## src/hw/sram_capture_pkg.sv

```systemverilog
package sram_capture_pkg;

   // ****************************************
   // widths
   // ****************************************
   localparam int ADDR_W      = 20;
   localparam int LANES       = 4;
   localparam int LANE_DATA_W = 8;
   localparam int LANE_W      = LANE_DATA_W + 1;
   localparam int BURST_W     = 2;

   // ****************************************
   // field positions and reset values
   // ****************************************
   localparam int BURST_LSB   = 0;
   localparam int PARITY_POS  = LANE_DATA_W;
   localparam logic [ADDR_W-1:0]  ADDR_RST  = 20'h00000;
   localparam logic [BURST_W-1:0] BURST_RST = 2'h0;
   localparam logic [LANES-1:0]   LANE_NONE = 4'h0;
   localparam logic [LANES-1:0]   LANE_ALL  = 4'hf;
   localparam logic               CAP_RST   = 1'h0;
   localparam logic [LANES*LANE_W-1:0] MASK_RST = 36'h0;
   localparam logic [LANES*LANE_W-1:0] DATA_RST = 36'h0;

   // ****************************************
   // access kinds
   // ****************************************
   typedef enum logic [1:0]
   {
      ACC_IDLE  = 2'b00,
      ACC_READ  = 2'b01,
      ACC_WRITE = 2'b10
   } access_t;

endpackage

```

## src/hw/write_qual_if.sv

```systemverilog
`timescale 1ns/1ps
`default_nettype none
interface write_qual_if;
   import sram_capture_pkg::*;
   logic                 all_lanes_write_n;
   logic                 lane_write_enable_n;
   logic [LANES-1:0]     lane_write_sel_n;
   logic [LANES-1:0]     lane_wr;
   logic                 any_wr;
   modport ctl  (output all_lanes_write_n, output lane_write_enable_n, output lane_write_sel_n,
                 input lane_wr, input any_wr);
   modport qual (input all_lanes_write_n, input lane_write_enable_n, input lane_write_sel_n,
                 output lane_wr, output any_wr);
endinterface
`default_nettype wire

```

## src/hw/lane_write_qual.sv

```systemverilog
`timescale 1ns/1ps
`default_nettype none
module lane_write_qual
   import sram_capture_pkg::*;
(
   write_qual_if.qual wq
);
   // ****************************************
   // lane qualification
   // ****************************************
   wire              global_wr;
   wire              byte_wr_ok;
   wire [LANES-1:0]  byte_lanes;

   assign global_wr  = ~wq.all_lanes_write_n;
   assign byte_wr_ok = ~wq.lane_write_enable_n;
   assign byte_lanes = byte_wr_ok ? ~wq.lane_write_sel_n : LANE_NONE;
   assign wq.lane_wr = global_wr ? LANE_ALL : byte_lanes;
   assign wq.any_wr  = |wq.lane_wr;
endmodule
`default_nettype wire

```

## src/hw/sync_sram_addr_write_capture.sv

```systemverilog
`timescale 1ns/1ps
`default_nettype none
module sync_sram_addr_write_capture
   import sram_capture_pkg::*;
(
   input  wire logic                        mclk,
   input  wire logic                        resetn,
   input  wire logic [ADDR_W-1:0]           addr_in,
   input  wire logic                        processor_addr_strobe_n,
   input  wire logic                        controller_addr_strobe_n,
   input  wire logic                        chip_select_first_n,
   input  wire logic                        chip_select_second,
   input  wire logic                        chip_select_third_n,
   input  wire logic [LANES-1:0]            lane_write_sel_n,
   input  wire logic                        lane_write_enable_n,
   input  wire logic                        all_lanes_write_n,
   input  wire logic [LANES*LANE_W-1:0]     wr_data_in,
   output logic [ADDR_W-1:0]                addr_q,
   output logic [BURST_W-1:0]               burst_count_q,
   output logic                             capture_q,
   output logic [1:0]                       access_q,
   output logic [LANES*LANE_W-1:0]          bit_write_mask_q,
   output logic [LANES*LANE_W-1:0]          wr_data_q
);
   // ****************************************
   // pin levels
   // ****************************************
   // every strobe and chip-select pin gets an active-high name once, so the decode below reads
   // as the rules are worded and no polarity slip hides in a long expression
   wire proc_strobe_low;
   wire ctrl_strobe_low;
   wire first_sel_low;
   wire second_sel_high;
   wire third_sel_low;

   assign proc_strobe_low = ~processor_addr_strobe_n;
   assign ctrl_strobe_low = ~controller_addr_strobe_n;
   assign first_sel_low   = ~chip_select_first_n;
   assign second_sel_high = chip_select_second;
   assign third_sel_low   = ~chip_select_third_n;

   // ****************************************
   // strobe and select decode
   // ****************************************
   // a high first select masks both strobes, through the processor gate and the select decode; with both strobes low the
   // controller strobe is dropped, so that edge captures as a processor-strobe read
   wire selects_active;
   wire proc_strobe_ok;
   wire ctrl_strobe_ok;
   wire capture;
   wire write_strobe_ok;

   assign selects_active  = first_sel_low & second_sel_high & third_sel_low;
   assign proc_strobe_ok  = proc_strobe_low & first_sel_low;
   assign ctrl_strobe_ok  = ctrl_strobe_low & ~proc_strobe_low;
   assign capture         = (proc_strobe_ok | ctrl_strobe_ok) & selects_active;
   // a processor-strobe start is always a read; writes are qualified only with the controller strobe
   assign write_strobe_ok = ctrl_strobe_ok;

   // ****************************************
   // lane qualification
   // ****************************************
   write_qual_if wq ();
   assign wq.all_lanes_write_n   = all_lanes_write_n;
   assign wq.lane_write_enable_n = lane_write_enable_n;
   assign wq.lane_write_sel_n    = lane_write_sel_n;

   lane_write_qual u_qual
   (
      .wq (wq)
   );

   // ****************************************
   // lane mask
   // ****************************************
   // widen one bit per lane to the data byte and its parity bit; the parity bit goes
   // with its byte so a partial write never leaves a stale parity behind
   function automatic logic [LANES*LANE_W-1:0] lane_mask(input logic [LANES-1:0] lanes);
      logic [LANES*LANE_W-1:0] m;
      m = '0;
      for (int i = 0; i < LANES; i++)
      begin
         m[i*LANE_W +: LANE_DATA_W] = {LANE_DATA_W{lanes[i]}};
         m[i*LANE_W + PARITY_POS]   = lanes[i];
      end
      return m;
   endfunction

   // ****************************************
   // access kind
   // ****************************************
   wire                      is_write;
   wire                      is_read;
   wire [LANES-1:0]          lanes_eff;
   wire [1:0]                nxt_access;
   wire [LANES*LANE_W-1:0]   nxt_mask;

   assign is_write   = capture & write_strobe_ok & wq.any_wr;
   assign is_read    = capture & ~is_write;
   assign lanes_eff  = is_write ? wq.lane_wr : LANE_NONE;
   assign nxt_access = is_write ? ACC_WRITE : (is_read ? ACC_READ : ACC_IDLE);
   assign nxt_mask   = lane_mask(lanes_eff);

   // ****************************************
   // registers
   // ****************************************
   logic [ADDR_W-1:0]          addr_ff;
   logic [BURST_W-1:0]         burst_ff;
   logic                       capture_ff;
   logic [1:0]                 access_ff;
   logic [LANES*LANE_W-1:0]    mask_ff;
   logic [LANES*LANE_W-1:0]    data_ff;

   // ****************************************
   // next values
   // ****************************************
   // the address and burst registers hold between captures; the data register samples wr_data_in
   // on every clock, capture or not; everything else is a one-cycle report of the edge just taken
   wire [ADDR_W-1:0]           nxt_addr;
   wire [BURST_W-1:0]          nxt_burst;
   wire                        nxt_capture;
   wire [LANES*LANE_W-1:0]     nxt_data;

   assign nxt_addr    = capture ? addr_in : addr_ff;
   assign nxt_burst   = capture ? addr_in[BURST_LSB +: BURST_W] : burst_ff;
   assign nxt_capture = capture;
   assign nxt_data    = wr_data_in;

   // ****************************************
   // flops
   // ****************************************
   // one short block per register keeps each reset value beside its register
   always_ff @(posedge mclk or negedge resetn)
   begin
      if (!resetn)
      begin
         addr_ff <= ADDR_RST;
      end
      else
      begin
         addr_ff <= nxt_addr;
      end
   end

   always_ff @(posedge mclk or negedge resetn)
   begin
      if (!resetn)
      begin
         burst_ff <= BURST_RST;
      end
      else
      begin
         burst_ff <= nxt_burst;
      end
   end

   always_ff @(posedge mclk or negedge resetn)
   begin
      if (!resetn)
      begin
         capture_ff <= CAP_RST;
      end
      else
      begin
         capture_ff <= nxt_capture;
      end
   end

   always_ff @(posedge mclk or negedge resetn)
   begin
      if (!resetn)
      begin
         access_ff <= ACC_IDLE;
      end
      else
      begin
         access_ff <= nxt_access;
      end
   end

   always_ff @(posedge mclk or negedge resetn)
   begin
      if (!resetn)
      begin
         mask_ff <= MASK_RST;
      end
      else
      begin
         mask_ff <= nxt_mask;
      end
   end

   always_ff @(posedge mclk or negedge resetn)
   begin
      if (!resetn)
      begin
         data_ff <= DATA_RST;
      end
      else
      begin
         data_ff <= nxt_data;
      end
   end

   // ****************************************
   // outputs
   // ****************************************
   assign addr_q           = addr_ff;
   assign burst_count_q    = burst_ff;
   assign capture_q        = capture_ff;
   assign access_q         = access_ff;
   assign bit_write_mask_q = mask_ff;
   assign wr_data_q        = data_ff;
endmodule
`default_nettype wire

```

## config.mk

```make
export PLATFORM = sky130hd
export DESIGN_NAME = sync_sram_addr_write_capture
export DESIGN_NICKNAME = d
export VERILOG_FILES = /design/src/hw/sram_capture_pkg.sv /design/src/hw/write_qual_if.sv /design/src/hw/lane_write_qual.sv /design/src/hw/sync_sram_addr_write_capture.sv
export SDC_FILE = /design/constraint.sdc
export NUM_CORES = 1
export LEC_CHECK = 0
export BUFFER_PORTS_ARGS = -buffer_cell sky130_fd_sc_hd__buf_2
export CELL_PAD_IN_SITES_DETAIL_PLACEMENT = 1
export CELL_PAD_IN_SITES_GLOBAL_PLACEMENT = 1
export CORE_ASPECT_RATIO = 0.7
export CORE_MARGIN = 2
export CORE_UTILIZATION = 32
export CTS_CLUSTER_DIAMETER = 40
export CTS_CLUSTER_SIZE = 20
export DETAILED_ROUTE_END_ITERATION = 10
export HOLD_SLACK_MARGIN = 0.12
export PLACE_DENSITY = 0.82
export RECOVER_POWER = 50
export SLEW_MARGIN = 20
export SYNTH_ARGS = -nofsm -noshare
export SYNTH_HDL_FRONTEND = slang
export SYNTH_SLANG_ARGS = --single-unit
```

## constraint.sdc

```tcl
create_clock -name mclk -period 1.51 [get_ports mclk]
set_input_delay 0.302 -clock mclk [delete_from_list [all_inputs] [get_ports mclk]]
set_output_delay 0.302 -clock mclk [all_outputs]
set_load 0.01 [all_outputs]
```

# Word-level counts from Yosys, hierarchy flattened
# Index checks and enable logic that the tools add are counted.
[word_totals] romBits=0 n_memories=0 out_inout_bits=97 latchBits=0 register_bits=89 word_cells=27 ramBits=0
[classes] n_mul=0 reduce_logical=1 bitwise_logic=15 div_mod_pow=0 mux=5 n_eq_ne=0 magnitude_cmp=0 shift=0 addsub=0
[ops] op="$mux 4" count=3
[ops] op="$and 1x1->1" count=8
[ops] op="$not 1->1" count=5
[ops] op="$not 4->4" count=1
[ops] op="$reduce_or 4->1" count=1
[ops] op="$mux 2" count=1
[ops] op="$mux 1" count=1
[ops] op="$or 1x1->1" count=1

# Logic depth before layout (Yosys ltp)
# Gate-level depths: netlist of run 1.
[depth] depth_word=10 ltp_mapped=4 depth_no_buf=3

# Cells and area by module
# From an unflattened synthesis of run 1, not the netlist that was laid out.
[hier_totals] cells_unflattened=135 area_unflattened_um2=2264.7
[modules_own_cells] module="sync_sram_addr_write_capture" seq_area_each_um2=1576.5 cells_per_inst=129 area_per_inst_um2=2230.9 n_inst=1
[modules_own_cells] module="lane_write_qual" seq_area_each_um2=0.0 cells_per_inst=6 area_per_inst_um2=33.8 n_inst=1

# Least setup slack after synthesis of run 1
# OpenSTA, ideal clock, no wires.
[synth_timing] path_type="input port to flip-flop" startpoint="input port chip_select_first_n" endpoint="register addr_ff[10], in the netlist addr_q[10]" t_arrival_ns=1.072 setup_ns=0.125 path_slack_ns=0.313 path_stages=4 cell_sequence="nor3b_4 nand2_2 buf_6 mux2_4"
[synth_between] elab_chain_cells=4
[synth_lines] item="start: declaration" line_no="sync_sram_addr_write_capture.sv:11" rtl="input wire logic chip_select_first_n,"
[synth_lines] item="$not 1->1 *" line_no="sync_sram_addr_write_capture.sv:38" rtl="assign first_sel_low = ~chip_select_first_n;"
[synth_lines] item="$and 1x1->1 (on tied branches)" line_no="sync_sram_addr_write_capture.sv:54, sync_sram_addr_write_capture.sv:53"
[synth_lines] item="$or 1x1->1 or $and 1x1->1 (tied branches)" line_no="sync_sram_addr_write_capture.sv:56, sync_sram_addr_write_capture.sv:53"
[synth_lines] item="$and 1x1->1 *" line_no="sync_sram_addr_write_capture.sv:56" rtl="assign capture = (proc_strobe_ok | ctrl_strobe_ok) & selects_active;"
[synth_lines] item="end signal: assignment" line_no="sync_sram_addr_write_capture.sv:141" rtl="addr_ff <= nxt_addr;"
[synth_lines] item="end: declaration" line_no="sync_sram_addr_write_capture.sv:107" rtl="logic [ADDR_W-1:0] addr_ff;"
# Mark *: on every way between the ends. The rest lies on a longest branch, timed or not.
# A chain may end at the register's enable or synchronous reset.

==> impl_metrics.json, run 1 <==
{
  "period_minus_slack_ps": 1270,
  "post_cts_buffers": 0,
  "avgViaCountPerCell": 4.05,
  "cts.sinks": 63,
  "crit_slowest_cell": "dlygate4sd3_1",
  "path_clk_slew_ps": 80,
  "rows": 25,
  "max_freq_mhz": 788,
  "fin_crit_sh_pct": 84.0,
  "wl_um": 6340,
  "stdcell_count": 421,
  "worst_ep_required_time_ps": 1970,
  "drive_above_1_share_pct": 61.2,
  "start_util_pct": 33.3,
  "yosys-top-cells-area": "dfrtp_1 70%, mux2_4 12%, buf_4 11%",
  "synth_area_per_cell_sq_um": 16.0,
  "crit_fanout": 29,
  "fin_setup_tns_ps": 0,
  "die-area_sq_um": 7760,
  "setup_violations": 0,
  "cts_buffers": 9,
  "grt-ovfl-total": 0,
  "setup_ws_ps": 242,
  "drt_iter0_drc": 44,
  "pin_count": 166,
  "placed_cells": 368,
  "status": "complete, no violations",
  "clockBufferDepth": 2,
  "syn_area_sq_um": 2260,
  "start_kind": "input pin",
  "synth.most_common_cell": "dfrtp_1",
  "grt_pass1_vias": 1908,
  "slew_viol_final": 0,
  "diodes": 0,
  "end_kind": "async pin",
  "core_sq_um": 6790,
  "die_w_um": 104,
  "insertion_delay_ps": 320,
  "rsz0062_at_grt": "no",
  "hpwlAfterDp_um": 4170,
  "cpLargestDelayFamily": "buffers and inverters",
  "crit_type": "input pin to async pin",
  "synth_cell_types": 13,
  "worstHoldPathType": "input pin to flip-flop",
  "firstDrtPassIters": 2,
  "wl_per_cell_um": 15.0,
  "ant_nets": 0,
  "grt_max_degree": 30,
  "crit_arrival_ps": 1730,
  "cts-htree-levels": 3,
  "yosys_warnings": 0,
  "p_leak_nw": 1.96,
  "syn_inst": 141,
  "synth_edf_count": 0,
  "cts_tree": "yes",
  "slowest_delay_ps": 520,
  "fin_nets": 391,
  "synthArstFlopShare_pct": 100,
  "ys_top_cells_by_count": "63 x dfrtp_1, 34 x buf_4, 18 x mux2_4, 13 x nor2_1, 3 x inv_1",
  "finalPower_mw": 4.08,
  "synth_top_area_share_pct": 69.7,
  "utilization_pct": 51.9,
  "skew_ps": 0,
  "crit_chain": "dlygate4sd3_1, clkbuf_2, clkbuf_4",
  "hold_violations": 0,
  "hold_buffers": 37,
  "port_buffers": 165,
  "yosys.area.top_type": "dfrtp_1",
  "p_per_area_nw_per_um2": 1160,
  "ir_worst_vdd_uv": 770,
  "drc": 0,
  "gp_congestion": 0.688,
  "syn2layout_area_growth_pct": 55.7,
  "crit_buf_inv": 3,
  "worst_pin_slew_ps": 463,
  "track_usage_pct": 16.8,
  "ys_seq_elements": 63,
  "vias": 1707,
  "antenna_found_initial": 0,
  "synth.net_count": 210,
  "die_h_um": 74.3,
  "postCtsResizedCells": 0,
  "grt_pass1_wl_um": 9660,
  "slew_headroom_pct": 69.2,
  "synth-seq-area-share_pct": 69.7,
  "drv_cap": 0,
  "ctsRootBufferMaster": "clkbuf_8",
  "dp_worst_setup_slack_ps": 120,
  "synth_flop_cell": "dfrtp_1"
}
routing by layer:
layer / part of all wire [%] / GRT usage, % / up-vias
met5: 0 / 0 / -
met3: 9.5 / 6.84 / 6
met1: 34 / 16.0 / 824
met4: 0.93 / 5.56 / 0
met2: 56 / 33.4 / 99
li1: - / - / 778
flip-flops by register name (all words and copies together) (netlist names):
| name | flops |
|---|---|
| wr_data_q | 36 |
| access_q | 2 |
| capture_q | 1 |
| addr_q | 20 |
| bit_write_mask_q | 4 |
cell usage in the layout (no fill, tap or decap), types with 2 or more instances in the layout:
master / n
buf_2: 162
dfrtp_1: 63
dlygate4sd3_1: 37
mux2_4: 15
nor2_1: 13
clkbuf_8: 9
inv_1: 3
mux2_1: 3
clkbuf_1: 3
mux2_2: 2
clkinv_2: 2
clkinvlp_4: 2
buf_12: 2
metrics by stage:
stage	area (sq um)	hold WS (ps)
final	3520	198
after floorplan	2260	6.41
after detailed placement	2990	268
after global routing	3520	182
after CTS	3560	177
after global placement	2990	257
cell type report:
cell class                      count  area, sq um
Sequential cell                    63         1580
Tap cell                           94          118
Multi-Input combinational cell     39          373
Clock buffer                        9          124
Inverter                            3         11.3
Timing Repair Buffer              206         1240
Clock inverter                      7         72.6
Fill cell                         750         3270
kinds of logic (layout without fill, tap and decap cells):
group	count (synthesis)	in the layout	share of synthesized area [%]
and+or+nand+nor	17	17	3.65
DFF	63	63	69.7
AOI/OAI and AO/OA	2	2	0.885
buffers and inverters	39	225	12.8
muxes	20	20	12.9
worst paths after layout:
check / from / endpoint / slack (ps) / cells after the start
setup reg to reg: addr_q[1]$_DFFE_PN0N_ / addr_q[1]$_DFFE_PN0N_ / 700 / 1
min in group asynchronous: resetn / wr_data_q[16]$_DFF_PN0_ / 450 / 2
setup / recovery: resetn / wr_data_q[6]$_DFF_PN0_ / 240 / 3
hold reg to reg: addr_q[14]$_DFFE_PN0N_ / addr_q[14]$_DFFE_PN0N_ / 510 / 1
hold / removal: addr_in[2] / addr_q[2]$_DFFE_PN0N_ / 200 / 2
max in group mclk: bit_write_mask_q[17]$_DFF_PN0_ / bit_write_mask_q[13] / 250 / 1
power by group:
part	switching, mW	total, mW	internal [mW]
Combinational	0.303	0.702	0.398
Sequential	0.0879	1.94	1.85
Clock	0.668	1.43	0.764
Power figures use the tool's default switching activity.
==> run 2: changes to the inputs <==
--- a/config.mk
+++ b/config.mk
@@ -10,12 +10,12 @@
 export CELL_PAD_IN_SITES_GLOBAL_PLACEMENT = 1
 export CORE_ASPECT_RATIO = 0.7
 export CORE_MARGIN = 2
-export CORE_UTILIZATION = 32
+export CORE_UTILIZATION = 30
 export CTS_CLUSTER_DIAMETER = 40
 export CTS_CLUSTER_SIZE = 20
 export DETAILED_ROUTE_END_ITERATION = 10
 export HOLD_SLACK_MARGIN = 0.12
-export PLACE_DENSITY = 0.82
+export PLACE_DENSITY = 0.78
 export RECOVER_POWER = 50
 export SLEW_MARGIN = 20
 export SYNTH_ARGS = -nofsm -noshare
==> constraint.sdc (replaced) <==
create_clock -name mclk -period 1.2 [get_ports mclk]
set_input_delay 0.24 -clock mclk [delete_from_list [all_inputs] [get_ports mclk]]
set_output_delay 0.24 -clock mclk [all_outputs]
set_load 0.01 [all_outputs]
==> run 2 against run 1 <==
Net effect:
- via count is 1.6% higher
- sequential power is 26% higher
- sequential share of layout area is 1.8 points lower
- utilization is 1.4 points lower
- global-route usage is 1.1 points lower
- count of clock-buffer cells in the layout is 2 higher
- non-clock buffer count is 14 higher
- cell area is 4.5% higher
- clock skew stayed put
- critical path type is now flip-flop to output port
- largest cell class unchanged
- largest power group unchanged
==> impl_metrics.json, run 2 (synthesized netlist as in run 1, its figures left out) <==
{
  "antenna_found_initial": 0,
  "grt_max_degree": 64,
  "crit_arrival_ps": 920,
  "drc": 0,
  "start_kind": "flip-flop",
  "wl_per_cell_um": 14.6,
  "drive_above_1_share_pct": 60.4,
  "wl_um": 6400,
  "whs_path_depth": 2,
  "slew_headroom_pct": 63.3,
  "cts_buffers": 9,
  "whs_endpoint": "addr_q[11]$_DFFE_PN0N_",
  "cts-htree-levels": 3,
  "start_util_pct": 31.0,
  "r2r-start": "addr_q[0]$_DFFE_PN0N_",
  "reg2regPathDepth": 1,
  "gp_congestion": 0.751,
  "p_per_area_nw_per_um2": 1420,
  "worst_pin_slew_ps": 550,
  "end_kind": "output port",
  "vias": 1735,
  "drv_cap": 0,
  "status": "complete, no violations",
  "core_sq_um": 7290,
  "crit_buf_inv": 1,
  "max_freq_mhz": 860,
  "die_h_um": 76.6,
  "firstDrtPassIters": 3,
  "placed_cells": 372,
  "largest_reg_flops": 36,
  "cpLargestDelayFamily": "flip-flops",
  "timing.rr.end": "addr_q[0]$_DFFE_PN0N_",
  "crit_slowest_cell": "dfrtp_2",
  "cts_tree": "yes",
  "cts.sinks": 63,
  "die_w_um": 108,
  "hold_start": "addr_in[11]",
  "final_common_cell": "buf_2",
  "grt-ovfl-total": 0,
  "slowest_delay_ps": 450,
  "stdcell_area_sq_um": 3680,
  "rows": 26,
  "syn2layout_area_growth_pct": 62.6,
  "stdcell_count": 439,
  "port_buffers": 165,
  "pin_count": 166,
  "reg2reg_slack_ps": 430,
  "hold_violations": 0,
  "fin_nets": 405,
  "grt_pass1_vias": 1874,
  "ctsRootBufferMaster": "clkbuf_8",
  "path_clk_slew_ps": 70,
  "die-area_sq_um": 8260,
  "final_cell_mix": "162 x buf_2, 59 x dfrtp_1, 51 x dlygate4sd3_1",
  "fin_crit_sh_pct": 96.9,
  "setup_violations": 0,
  "diodes": 0,
  "insertion_delay_ps": 310,
  "slew_viol_final": 0,
  "rsz0062_at_grt": "yes",
  "period_minus_slack_ps": 1160,
  "track_usage_pct": 15.7,
  "worstHoldPathType": "input pin to flip-flop",
  "crit_fanout": 9,
  "hold_ws_ps": 155,
  "skew_ps": 0,
  "drt_iter0_drc": 35,
  "fin_setup_tns_ps": 0,
  "ant_nets": 0,
  "clockBufferDepth": 2,
  "avgViaCountPerCell": 3.95,
  "grt_pass1_wl_um": 9750,
  "crit_chain": "buf_2",
  "ir_worst_vdd_uv": 725,
  "hpwlAfterDp_um": 4140,
  "post_cts_buffers": 0,
  "crit_type": "flip-flop to output port",
  "worst_ep_required_time_ps": 960,
  "p_leak_nw": 2.03,
  "dpl_cell_area_sq_um": 2990
}
## run 2: cell count changes in the layout (fill, tap and decap cells not counted), moves of 2 or more
cell / before / now
mux2_1: 3 / 0
dfrtp_1: 63 / 59
mux2_4: 15 / 18
dlygate4sd3_1: 37 / 51
clkinvlp_4: 2 / 0
dfrtp_2: 0 / 4
## run 2: cell type report
| cell class | count | area (sq um) |
|---|---|---|
| Fill cell | 821 | 3610 |
| Sequential cell | 63 | 1580 |
| Timing Repair Buffer | 220 | 1380 |
| Multi-Input combinational cell | 39 | 384 |
| Clock buffer | 11 | 141 |
| Tap cell | 98 | 123 |
| Clock inverter | 5 | 57.6 |
| Inverter | 3 | 11.3 |
## run 2: routing by layer
| layer | wire length [um] | vias to the layer above | global-route usage, % |
|---|---|---|---|
| li1 | - | 807 | - |
| met1 | 2320 | 830 | 16.0 |
| met2 | 3490 | 92 | 29.6 |
| met3 | 519 | 6 | 5.73 |
| met4 | 63 | 0 | 4.74 |
| met5 | 0 | - | 0 |
## run 2: how the worst max path moves through the flow
stage,end,from,depth (start not counted),slack (ps)
after floorplan,addr_q[10]$_DFFE_PN0N_,chip_select_first_n,4,60
after global placement,addr_q[9]$_DFFE_PN0N_,chip_select_first_n,5,-60
after detailed placement,addr_q[16]$_DFFE_PN0N_,chip_select_first_n,5,-110
after CTS,bit_write_mask_q[7],bit_write_mask_q[8]$_DFF_PN0_,1,-10
after global routing,bit_write_mask_q[35],bit_write_mask_q[27]$_DFF_PN0_,1,-10
final,bit_write_mask_q[27],bit_write_mask_q[27]$_DFF_PN0_,1,40
## run 2: per-stage QoR
step / utilization, % / power [mW] / setup WS (ps)
global route: 50.5 / 5.46 / -11.6
detailed placement: 41.0 / 3.29 / -112
finish: 50.5 / 5.21 / 37.8
CTS: 50.8 / 5.30 / -12.8
global placement: 41.0 / 3.26 / -61.9
floorplan: - / 2.87 / 64.6
## run 2: power breakdown
part	total (mW)	switching (mW)	internal, mW
logic	0.933	0.388	0.545
registers	2.45	0.115	2.33
clock network	1.82	0.807	1.02
## run 2: timing repair
action                                 CTS  global route
cloned                                   0             0
endpoints found under the hold margin  113             0
resized for setup                        3             1
hold buffers                            51             0
setup endpoints to repair               36            29
